<file path="src/rtl/haptic_level_pkg.sv">
// Package with the offsets, reset values and scale constants of the audio level configuration block
// Function
// - Audio levels below the programmed input floor are ignored; floor volts = code*1.8/255.
// - The input full-scale code sets full-scale audio level; volts = code*1.8/255.
// - Audio output passed to the drive engine never exceeds the drive ceiling code.
// - Closed loop uses the rated level code as the full-scale reference.
// - Open loop ignores the rated level code; the overdrive setting is the reference.
// - Closed-loop overdrive and braking excursions are bounded by the overdrive limit code.
// - Open loop uses the overdrive limit code as the full-scale output reference.
package haptic_level_pkg;
  localparam int DATA_W = 8;
  localparam int ADDR_W = 8;
  localparam int NUM_W = 16;

  localparam logic [ADDR_W-1:0] AUDIO_INPUT_FLOOR_OFS = 8'h12;
  localparam logic [ADDR_W-1:0] AUDIO_INPUT_FULL_SCALE_OFS = 8'h13;
  localparam logic [ADDR_W-1:0] AUDIO_DRIVE_FLOOR_OFS = 8'h14;
  localparam logic [ADDR_W-1:0] AUDIO_DRIVE_CEILING_OFS = 8'h15;
  localparam logic [ADDR_W-1:0] ACTUATOR_RATED_LEVEL_OFS = 8'h16;
  localparam logic [ADDR_W-1:0] OVERDRIVE_LIMIT_OFS = 8'h17;
  localparam logic [ADDR_W-1:0] AUDIO_DRIVE_RESULT_OFS = 8'h30;

  localparam logic [DATA_W-1:0] AUDIO_INPUT_FLOOR_RST = 8'h19;
  localparam logic [DATA_W-1:0] AUDIO_INPUT_FULL_SCALE_RST = 8'hff;
  localparam logic [DATA_W-1:0] AUDIO_DRIVE_FLOOR_RST = 8'h19;
  localparam logic [DATA_W-1:0] AUDIO_DRIVE_CEILING_RST = 8'hff;
  localparam logic [DATA_W-1:0] ACTUATOR_RATED_LEVEL_RST = 8'h3f;
  localparam logic [DATA_W-1:0] OVERDRIVE_LIMIT_RST = 8'h89;
  localparam logic [DATA_W-1:0] UNMAPPED_READ = 8'h00;

  // Code 255 stands for 1.8 V peak-to-peak input, or 100 % drive
  localparam int CODE_FULL = 255;
  localparam int INPUT_FULL_MV = 1800;
  localparam int DRIVE_FULL_PCT = 100;

  localparam logic [4:0] DIV_STEPS = 5'h10;
endpackage

</file>
<file path="src/rtl/level_divider.sv">
// Serial restoring divider, 16-bit dividend by 8-bit divisor
`timescale 1ns/10ps
module level_divider
  import haptic_level_pkg::*;
(
  input wire logic CLK,
  input wire logic RST,
  input wire logic start,
  input wire logic [NUM_W-1:0] num,
  input wire logic [DATA_W-1:0] den,
  output logic busy,
  output logic done,
  output logic [NUM_W-1:0] quot
);
  logic [DATA_W-1:0] rem;
  logic [NUM_W-1:0] dvd;
  logic [4:0] cnt;
  wire [DATA_W:0] trial = {rem, dvd[NUM_W-1]};
  wire fits = trial >= {1'b0, den};
  wire [DATA_W:0] diff = trial - {1'b0, den};
  // A zero divisor always fits, so the quotient saturates to all ones
  assign quot = dvd;

  always_ff @(posedge CLK) begin
    if (RST) begin
      rem <= '0;
      dvd <= '0;
      cnt <= '0;
      busy <= 1'b0;
      done <= 1'b0;
    end else begin
      done <= 1'b0;
      if (start && !busy) begin
        rem <= '0;
        dvd <= num;
        cnt <= DIV_STEPS;
        busy <= 1'b1;
      end else if (busy) begin
        rem <= fits ? diff[DATA_W-1:0] : trial[DATA_W-1:0];
        dvd <= {dvd[NUM_W-2:0], fits};
        cnt <= cnt - 5'h01;
        if (cnt == 5'h01) begin
          busy <= 1'b0;
          done <= 1'b1;
        end
      end
    end
  end

  busy_len_a: assert property (@(posedge CLK) disable iff (RST)
    start && !busy |=> busy [*8])
    else $error("divider busy ended early");
endmodule

</file>
<file path="src/rtl/haptic_level_config.sv">
// Audio-to-vibe level window, drive window and full-scale reference registers
`timescale 1ns/10ps
module haptic_level_config
  import haptic_level_pkg::*;
(
  input wire logic CLK,
  input wire logic RST,
  input wire logic REG_WE,
  input wire logic REG_RE,
  input wire logic [ADDR_W-1:0] REG_ADDR,
  input wire logic [DATA_W-1:0] REG_WDATA,
  output logic [DATA_W-1:0] REG_RDATA,
  input wire logic AUDIO_VALID,
  input wire logic [DATA_W-1:0] AUDIO_LEVEL,
  output logic AUDIO_BUSY,
  output logic AUDIO_DRIVE_VALID,
  output logic [DATA_W-1:0] AUDIO_DRIVE,
  input wire logic CLOSED_LOOP,
  input wire logic [DATA_W-1:0] DRIVE_DEMAND,
  output logic [DATA_W-1:0] DRIVE_VOLTAGE,
  output logic [DATA_W-1:0] FULL_SCALE_REF
);
  logic [DATA_W-1:0] audio_input_floor;
  logic [DATA_W-1:0] audio_input_full_scale;
  logic [DATA_W-1:0] audio_drive_floor;
  logic [DATA_W-1:0] audio_drive_ceiling;
  logic [DATA_W-1:0] actuator_rated_level;
  logic [DATA_W-1:0] overdrive_limit;
  logic [DATA_W-1:0] floor_s;
  logic [DATA_W-1:0] ceil_s;
  logic sat_s;
  logic pending;
  logic div_busy;
  logic div_done;
  logic [NUM_W-1:0] div_quot;

  // Register decode
  wire hit_in_floor = REG_ADDR == AUDIO_INPUT_FLOOR_OFS;
  wire hit_in_full = REG_ADDR == AUDIO_INPUT_FULL_SCALE_OFS;
  wire hit_dr_floor = REG_ADDR == AUDIO_DRIVE_FLOOR_OFS;
  wire hit_dr_ceil = REG_ADDR == AUDIO_DRIVE_CEILING_OFS;
  wire hit_rated = REG_ADDR == ACTUATOR_RATED_LEVEL_OFS;
  wire hit_od = REG_ADDR == OVERDRIVE_LIMIT_OFS;
  wire hit_result = REG_ADDR == AUDIO_DRIVE_RESULT_OFS;
  wire [DATA_W-1:0] next_rdata =
    hit_in_floor ? audio_input_floor :
    hit_in_full ? audio_input_full_scale :
    hit_dr_floor ? audio_drive_floor :
    hit_dr_ceil ? audio_drive_ceiling :
    hit_rated ? actuator_rated_level :
    hit_od ? overdrive_limit :
    hit_result ? AUDIO_DRIVE : UNMAPPED_READ;

  // Level mapping: input window [floor, full] onto drive window [drive floor, ceiling]
  wire accept = AUDIO_VALID && !pending;
  wire below_floor = AUDIO_LEVEL < audio_input_floor;
  wire at_full = AUDIO_LEVEL >= audio_input_full_scale;
  wire [DATA_W-1:0] level_clip = at_full ? audio_input_full_scale : AUDIO_LEVEL;
  wire [DATA_W-1:0] in_span = (audio_input_full_scale > audio_input_floor) ?
    audio_input_full_scale - audio_input_floor : '0;
  wire [DATA_W-1:0] in_offset = (level_clip > audio_input_floor) ? level_clip - audio_input_floor : '0;
  wire [DATA_W-1:0] out_span = (audio_drive_ceiling > audio_drive_floor) ?
    audio_drive_ceiling - audio_drive_floor : '0;
  wire [NUM_W-1:0] div_num = in_offset * out_span;
  wire [NUM_W:0] drive_sum = {1'b0, div_quot} + {{(NUM_W-DATA_W+1){1'b0}}, floor_s};
  // An empty input window divides by zero and saturates, so any level at or above the floor gives full drive
  wire over_ceil = drive_sum > {{(NUM_W-DATA_W+1){1'b0}}, ceil_s};
  wire [DATA_W-1:0] next_drive = over_ceil ? ceil_s : drive_sum[DATA_W-1:0];

  // Full-scale reference and overdrive bound
  wire [DATA_W-1:0] next_ref = CLOSED_LOOP ? actuator_rated_level : overdrive_limit;
  wire [DATA_W-1:0] next_voltage = (DRIVE_DEMAND > overdrive_limit) ? overdrive_limit : DRIVE_DEMAND;

  assign AUDIO_BUSY = pending;

  level_divider u_div (
    .CLK(CLK),
    .RST(RST),
    .start(accept && !below_floor),
    .num(div_num),
    .den(in_span),
    .busy(div_busy),
    .done(div_done),
    .quot(div_quot)
  );

  always_ff @(posedge CLK) begin
    if (RST) begin
      audio_input_floor <= AUDIO_INPUT_FLOOR_RST;
      audio_input_full_scale <= AUDIO_INPUT_FULL_SCALE_RST;
      audio_drive_floor <= AUDIO_DRIVE_FLOOR_RST;
      audio_drive_ceiling <= AUDIO_DRIVE_CEILING_RST;
      actuator_rated_level <= ACTUATOR_RATED_LEVEL_RST;
      overdrive_limit <= OVERDRIVE_LIMIT_RST;
    end else if (REG_WE) begin
      if (hit_in_floor) audio_input_floor <= REG_WDATA;
      if (hit_in_full) audio_input_full_scale <= REG_WDATA;
      if (hit_dr_floor) audio_drive_floor <= REG_WDATA;
      if (hit_dr_ceil) audio_drive_ceiling <= REG_WDATA;
      if (hit_rated) actuator_rated_level <= REG_WDATA;
      if (hit_od) overdrive_limit <= REG_WDATA;
    end
  end

  always_ff @(posedge CLK) begin
    if (RST) begin
      REG_RDATA <= '0;
    end else if (REG_RE) begin
      REG_RDATA <= next_rdata;
    end
  end

  // Drive window is snapshotted per sample so a drive floor or ceiling write mid-division cannot tear the result
  always_ff @(posedge CLK) begin
    if (RST) begin
      pending <= 1'b0;
      floor_s <= '0;
      ceil_s <= '0;
      sat_s <= 1'b0;
      AUDIO_DRIVE_VALID <= 1'b0;
      AUDIO_DRIVE <= '0;
    end else begin
      AUDIO_DRIVE_VALID <= 1'b0;
      if (accept && below_floor) begin
        AUDIO_DRIVE <= '0;
        AUDIO_DRIVE_VALID <= 1'b1;
        sat_s <= 1'b0;
        ceil_s <= audio_drive_ceiling;
        floor_s <= audio_drive_floor;
      end else if (accept) begin
        pending <= 1'b1;
        sat_s <= at_full;
        ceil_s <= audio_drive_ceiling;
        floor_s <= audio_drive_floor;
      end else if (div_done) begin
        pending <= 1'b0;
        AUDIO_DRIVE <= next_drive;
        AUDIO_DRIVE_VALID <= 1'b1;
      end
    end
  end

  always_ff @(posedge CLK) begin
    if (RST) begin
      FULL_SCALE_REF <= ACTUATOR_RATED_LEVEL_RST;
      DRIVE_VOLTAGE <= '0;
    end else begin
      FULL_SCALE_REF <= next_ref;
      DRIVE_VOLTAGE <= next_voltage;
    end
  end

  below_floor_a: assert property (@(posedge CLK) disable iff (RST)
    accept && below_floor |=> AUDIO_DRIVE_VALID && AUDIO_DRIVE == 8'h00)
    else $error("level below floor was not ignored");
  full_scale_a: assert property (@(posedge CLK) disable iff (RST)
    AUDIO_DRIVE_VALID && sat_s |-> AUDIO_DRIVE == ceil_s)
    else $error("full-scale input did not give full drive");
  drive_ceiling_a: assert property (@(posedge CLK) disable iff (RST)
    AUDIO_DRIVE_VALID |-> AUDIO_DRIVE <= ceil_s)
    else $error("audio drive above ceiling");
  drive_floor_a: assert property (@(posedge CLK) disable iff (RST)
    AUDIO_DRIVE_VALID && AUDIO_DRIVE != 8'h00 |-> AUDIO_DRIVE >= floor_s || AUDIO_DRIVE == ceil_s)
    else $error("detected audio below drive floor");
  drive_latency_a: assert property (@(posedge CLK) disable iff (RST)
    accept && !below_floor |-> ##[17:18] AUDIO_DRIVE_VALID)
    else $error("audio drive result late");
  rated_ref_a: assert property (@(posedge CLK) disable iff (RST)
    CLOSED_LOOP |=> FULL_SCALE_REF == $past(actuator_rated_level))
    else $error("closed loop reference is not the rated level");
  open_ref_a: assert property (@(posedge CLK) disable iff (RST)
    !CLOSED_LOOP |=> FULL_SCALE_REF == $past(overdrive_limit))
    else $error("open loop reference is not the overdrive limit");
  limit_clamp_a: assert property (@(posedge CLK) disable iff (RST)
    1'b1 |=> DRIVE_VOLTAGE <= $past(overdrive_limit) &&
      (DRIVE_VOLTAGE == $past(DRIVE_DEMAND) || DRIVE_VOLTAGE == $past(overdrive_limit)))
    else $error("drive voltage not bounded by overdrive limit");

  // Register writes land at the strobe edge and are visible one edge later
  floor_write_a: assert property (@(posedge CLK) disable iff (RST)
    REG_WE && hit_in_floor |=> audio_input_floor == $past(REG_WDATA))
    else $error("input floor write lost");
  full_write_a: assert property (@(posedge CLK) disable iff (RST)
    REG_WE && hit_in_full |=> audio_input_full_scale == $past(REG_WDATA))
    else $error("input full-scale write lost");
  ceil_write_a: assert property (@(posedge CLK) disable iff (RST)
    REG_WE && hit_dr_ceil |=> audio_drive_ceiling == $past(REG_WDATA))
    else $error("drive ceiling write lost");
  drive_floor_write_a: assert property (@(posedge CLK) disable iff (RST)
    REG_WE && hit_dr_floor |=> audio_drive_floor == $past(REG_WDATA))
    else $error("drive floor write lost");
  rated_write_a: assert property (@(posedge CLK) disable iff (RST)
    REG_WE && hit_rated |=> actuator_rated_level == $past(REG_WDATA))
    else $error("rated level write lost");
  limit_write_a: assert property (@(posedge CLK) disable iff (RST)
    REG_WE && hit_od |=> overdrive_limit == $past(REG_WDATA))
    else $error("overdrive limit write lost");
  result_read_a: assert property (@(posedge CLK) disable iff (RST)
    REG_RE && hit_result |=> REG_RDATA == $past(AUDIO_DRIVE))
    else $error("result register does not mirror the drive level");

  // Busy must cover the whole division, or a second sample could restart the divider mid-result
  drive_busy_a: assert property (@(posedge CLK) disable iff (RST)
    accept && !below_floor |=> AUDIO_BUSY)
    else $error("mapped sample did not raise busy");
  ignored_idle_a: assert property (@(posedge CLK) disable iff (RST)
    accept && below_floor |=> !AUDIO_BUSY)
    else $error("ignored sample raised busy");
  div_guard_a: assert property (@(posedge CLK) disable iff (RST)
    div_busy |-> AUDIO_BUSY)
    else $error("divider running while audio path idle");
  refused_quiet_a: assert property (@(posedge CLK) disable iff (RST)
    AUDIO_BUSY && !div_done |=> !AUDIO_DRIVE_VALID)
    else $error("result strobe while a division is pending");

  cov_ignored_c: cover property (@(posedge CLK) disable iff (RST) accept && below_floor);
  cov_mapped_c: cover property (@(posedge CLK) disable iff (RST)
    div_done ##1 AUDIO_DRIVE_VALID && AUDIO_DRIVE > ceil_s - 8'h01 == 1'b0);
  cov_saturate_c: cover property (@(posedge CLK) disable iff (RST) AUDIO_DRIVE_VALID && sat_s);
  cov_mode_swap_c: cover property (@(posedge CLK) disable iff (RST) CLOSED_LOOP ##1 !CLOSED_LOOP);
  cov_refused_c: cover property (@(posedge CLK) disable iff (RST) AUDIO_BUSY && AUDIO_VALID);
endmodule

</file>
<file path="config.mk">
export PLATFORM = sky130hd
export DESIGN_NAME = haptic_level_config
export DESIGN_NICKNAME = d
export VERILOG_FILES = /design/src/rtl/haptic_level_pkg.sv /design/src/rtl/level_divider.sv /design/src/rtl/haptic_level_config.sv
export SDC_FILE = /design/constraint.sdc
export NUM_CORES = 1
export LEC_CHECK = 0
export BUFFER_PORTS_ARGS = -buffer_cell sky130_fd_sc_hd__buf_2
export CORE_ASPECT_RATIO = 1.25
export CORE_MARGIN = 3
export CORE_UTILIZATION = 55
export DETAILED_ROUTE_END_ITERATION = 16
export GPL_TIMING_DRIVEN = 0
export PLACE_DENSITY_LB_ADDON = 0.25
export SYNTH_ARGS = -nofsm -noshare
export SYNTH_HDL_FRONTEND = slang
export SYNTH_SLANG_ARGS = --single-unit
</file>
<file path="constraint.sdc">
create_clock -name CLK -period 8.95 [get_ports CLK]
set_input_delay 0 -clock CLK [delete_from_list [all_inputs] [get_ports CLK]]
set_output_delay 0 -clock CLK [all_outputs]
set_load 0.02 [all_outputs]
</file>
==> results.json <==
{
  "status": "complete, no violations",
  "first_pass_iters": 5,
  "critical_path.slowest_cell": "fa_1",
  "final_common_cell": "nor2_1",
  "ios": 72,
  "synthesis.nets": 1388,
  "ys_ff_latch": 129,
  "yosys.area_share.simple_pct": 19.2,
  "vias_per_cell": 5.83,
  "rsz0062_at_grt": "false",
  "synthCells": 1200,
  "finalCritPeriodShare_pct": 94.7,
  "relSlewSlack_pct": 38.1,
  "synth.avg_cell_area_um2": 8.39,
  "die_h_um": 157,
  "crit_buf_inv": 7,
  "setup_viol": 0,
  "yosys_warnings": 0,
  "dp_hpwl_mm": 21.7,
  "cp_top_family": "adder cells",
  "placementRows": 54,
  "synth_top_family_by_area": "adder cells",
  "cp_max_fo": 10,
  "synth_ff_type": "dfxtp_1",
  "hold_viol_final": 0,
  "antenna_found_initial": 0,
  "drive_gt1_share_pct": 11.4,
  "synth_top_area_share_pct": 25.6,
  "nets": 1497,
  "ant_nets": 0,
  "htreeDepth": 4,
  "final_area_mm2": 0.0115,
  "area_growth_pct": 14.2,
  "ys_seq_area_share_pct": 25.6,
  "layout_common_cells": "nor2_1, dfxtp_1, nand2_1",
  "grt_pass1_vias": 8975,
  "grt_pass1_wl_mm": 44.6,
  "synth_compound_area_share_pct": 15.9,
  "fmax_mhz": 118,
  "muxShareOfSynthArea_pct": 8.67,
  "drt_iter0_drc": 541,
  "die_area_mm2": 0.0200,
  "cts_made_buffers": 17,
  "synth_area_leaders": "dfxtp_1, ha_1, fa_1, mux2i_1, nor2_1",
  "dpl_cell_area_mm2": 0.0107,
  "worst-slew-pin-transition_ps": 919,
  "crit_path_start_kind": "register",
  "clk_root_buffer_cell": "clkbuf_16",
  "drv_slew": 0,
  "initial_utilization_pct": 56.9,
  "clock_latency_ps": 430,
  "crit_path_end_kind": "register",
  "num_antenna_cells": 0,
  "max-clock-path-buffers": 2,
  "power.density_mw_per_mm2": 180,
  "grt_max_degree": 17,
  "clock-sinks": 129,
  "drc": 0,
  "fill_cells": 1486,
  "period_needed_ps": 8480,
  "max_cap_violations": 0,
  "wire_per_inst_um": 17.9,
  "coreArea_mm2": 0.0177,
  "place.gp.congestion": 0.906,
  "ys_types": 62,
  "p_leak_nw": 5.35,
  "synth-async-reset-ratio_pct": 0,
  "fin_cells": 1546,
  "vias": 9007,
  "final_util_pct": 65.0,
  "grt_overflow": 0,
  "ir_drop_v": 0.000124,
  "syn_area_mm2": 0.0101,
  "yosys.area_share.xor_xnor_pct": 3.04,
  "die_w_um": 127,
  "globalRouteTotalUtil_pct": 28.0,
  "cts_tree": "built",
  "synth_fa_ha_area_share_pct": 21.7,
  "io_buffers": 69,
  "arrival_ps": 8760,
  "path_class": "register to register",
  "min_path_type": "input port to register",
  "fin_hold_ws_ps": 88.4,
  "critPathRequiredTime_ps": 9230,
  "crit_path_max_incr_delay_ps": 530,
  "clkSlewWorstSetupHoldPaths_ps": 60,
  "clock_skew_ps": 10.4,
  "wl_mm": 27.7,
  "dp_cells": 1493,
  "synth_area_leader_cell": "dfxtp_1",
  "synth_edf_count": 0
}
metrics by stage:
stage               setup WS (ps)  power [mW]  setup TNS [ps]
global route                 20.9        2.19               0
detailed placement           -222        1.36            -268
global placement             -133        1.35            -133
floorplan                    1250        1.18               0
CTS                           125        2.07               0
finish                        472        2.07               0
Yosys cell counts (7+ instances only):
library cell and instances:
a21oi_1 69, nand3b_1 10, xnor2_1 22, o21bai_1 7, mux2_2 14, o211ai_1 19, mux2i_1 67, nor2b_1 28
fa_1 41, nand4_1 14, clkbuf_1 35, o21a_1 7, xor2_1 13, or2_2 9, nand2_1 126, ha_1 109
a21o_1 27, a221oi_1 7, a22o_1 8, o21ai_0 33, inv_1 107, nor3_1 21, nand2b_1 20, dfxtp_1 129
nor2_1 138, a211oi_1 24, nand3_1 11
layout make-up:
cell class              instances  area [um2]  share of cell area, %
inverters                     107         402                   3.49
well taps                     224         280                   2.44
flip-flops and latches        129        2580                   22.5
repair buffers                 91         556                   4.83
multi-input cells             918        6910                   60.0
clock buffers                  17         425                   3.70
clock inverters                15         165                   1.44
plain buffers                  45         185                   1.61
metal layers:
layer	global-route usage [%]	wire, um	up-vias
met5	0	0	-
met2	49.3	13600	287
met4	16.2	1580	0
met1	31.9	11100	4270
li1	-	-	4366
met3	4.65	1330	84
flip-flops by register name (all words and copies together), names as in the netlist:
name / flops
u_div.cnt: 5
ceil_s: 8
u_div.busy: 1
audio_drive_ceiling: 8
DRIVE_VOLTAGE: 8
AUDIO_DRIVE_VALID: 1
u_div.done: 1
audio_drive_floor: 8
AUDIO_DRIVE: 8
FULL_SCALE_REF: 8
audio_input_full_scale: 8
REG_RDATA: 8
audio_input_floor: 8
overdrive_limit: 8
u_div.quot: 16
actuator_rated_level: 8
AUDIO_BUSY: 1
floor_s: 8
u_div.rem: 8
report_power, final:
part | total, mW | internal [mW] | switching (mW)
clock network | 0.708 | 0.397 | 0.311
logic | 0.726 | 0.312 | 0.413
registers | 0.635 | 0.604 | 0.0316
total | 2.07 | 1.31 | 0.756
cells by family (layout without fill, tap and decap cells):
| kind of cell | count (synthesis) | in the layout |
|---|---|---|
| and+or+nand+nor | 408 | 408 |
| adders and majority gates | 150 | 150 |
| xor gates and xnor gates | 35 | 35 |
| buffers and inverters | 153 | 275 |
| DFF | 129 | 129 |
| muxes | 83 | 83 |
| AOI/OAI and AO/OA | 242 | 242 |
worst paths after layout:
| check | startpoint | end | slack, ps | depth (start not counted) |
|---|---|---|---|---|
| setup / recovery | audio_input_full_scale[1] | u_div.quot[14] | 470 | 36 |
| hold / removal | RST | u_div.quot[13] | 90 | 2 |
| setup reg to reg | audio_input_full_scale[1] | u_div.quot[14] | 470 | 36 |
| hold reg to reg | floor_s[2] | floor_s[2] | 460 | 2 |
what timing repair did:
action | CTS | global route
hold buffers | 18 | 0
pin swaps | 0 | 2
endpoints found under the setup margin | 2 | 6
buffers inserted | 0 | 4
endpoints found under the hold margin | 64 | 0
resized for setup | 1 | 3
No activity file was read; power rests on OpenSTA's default activity.
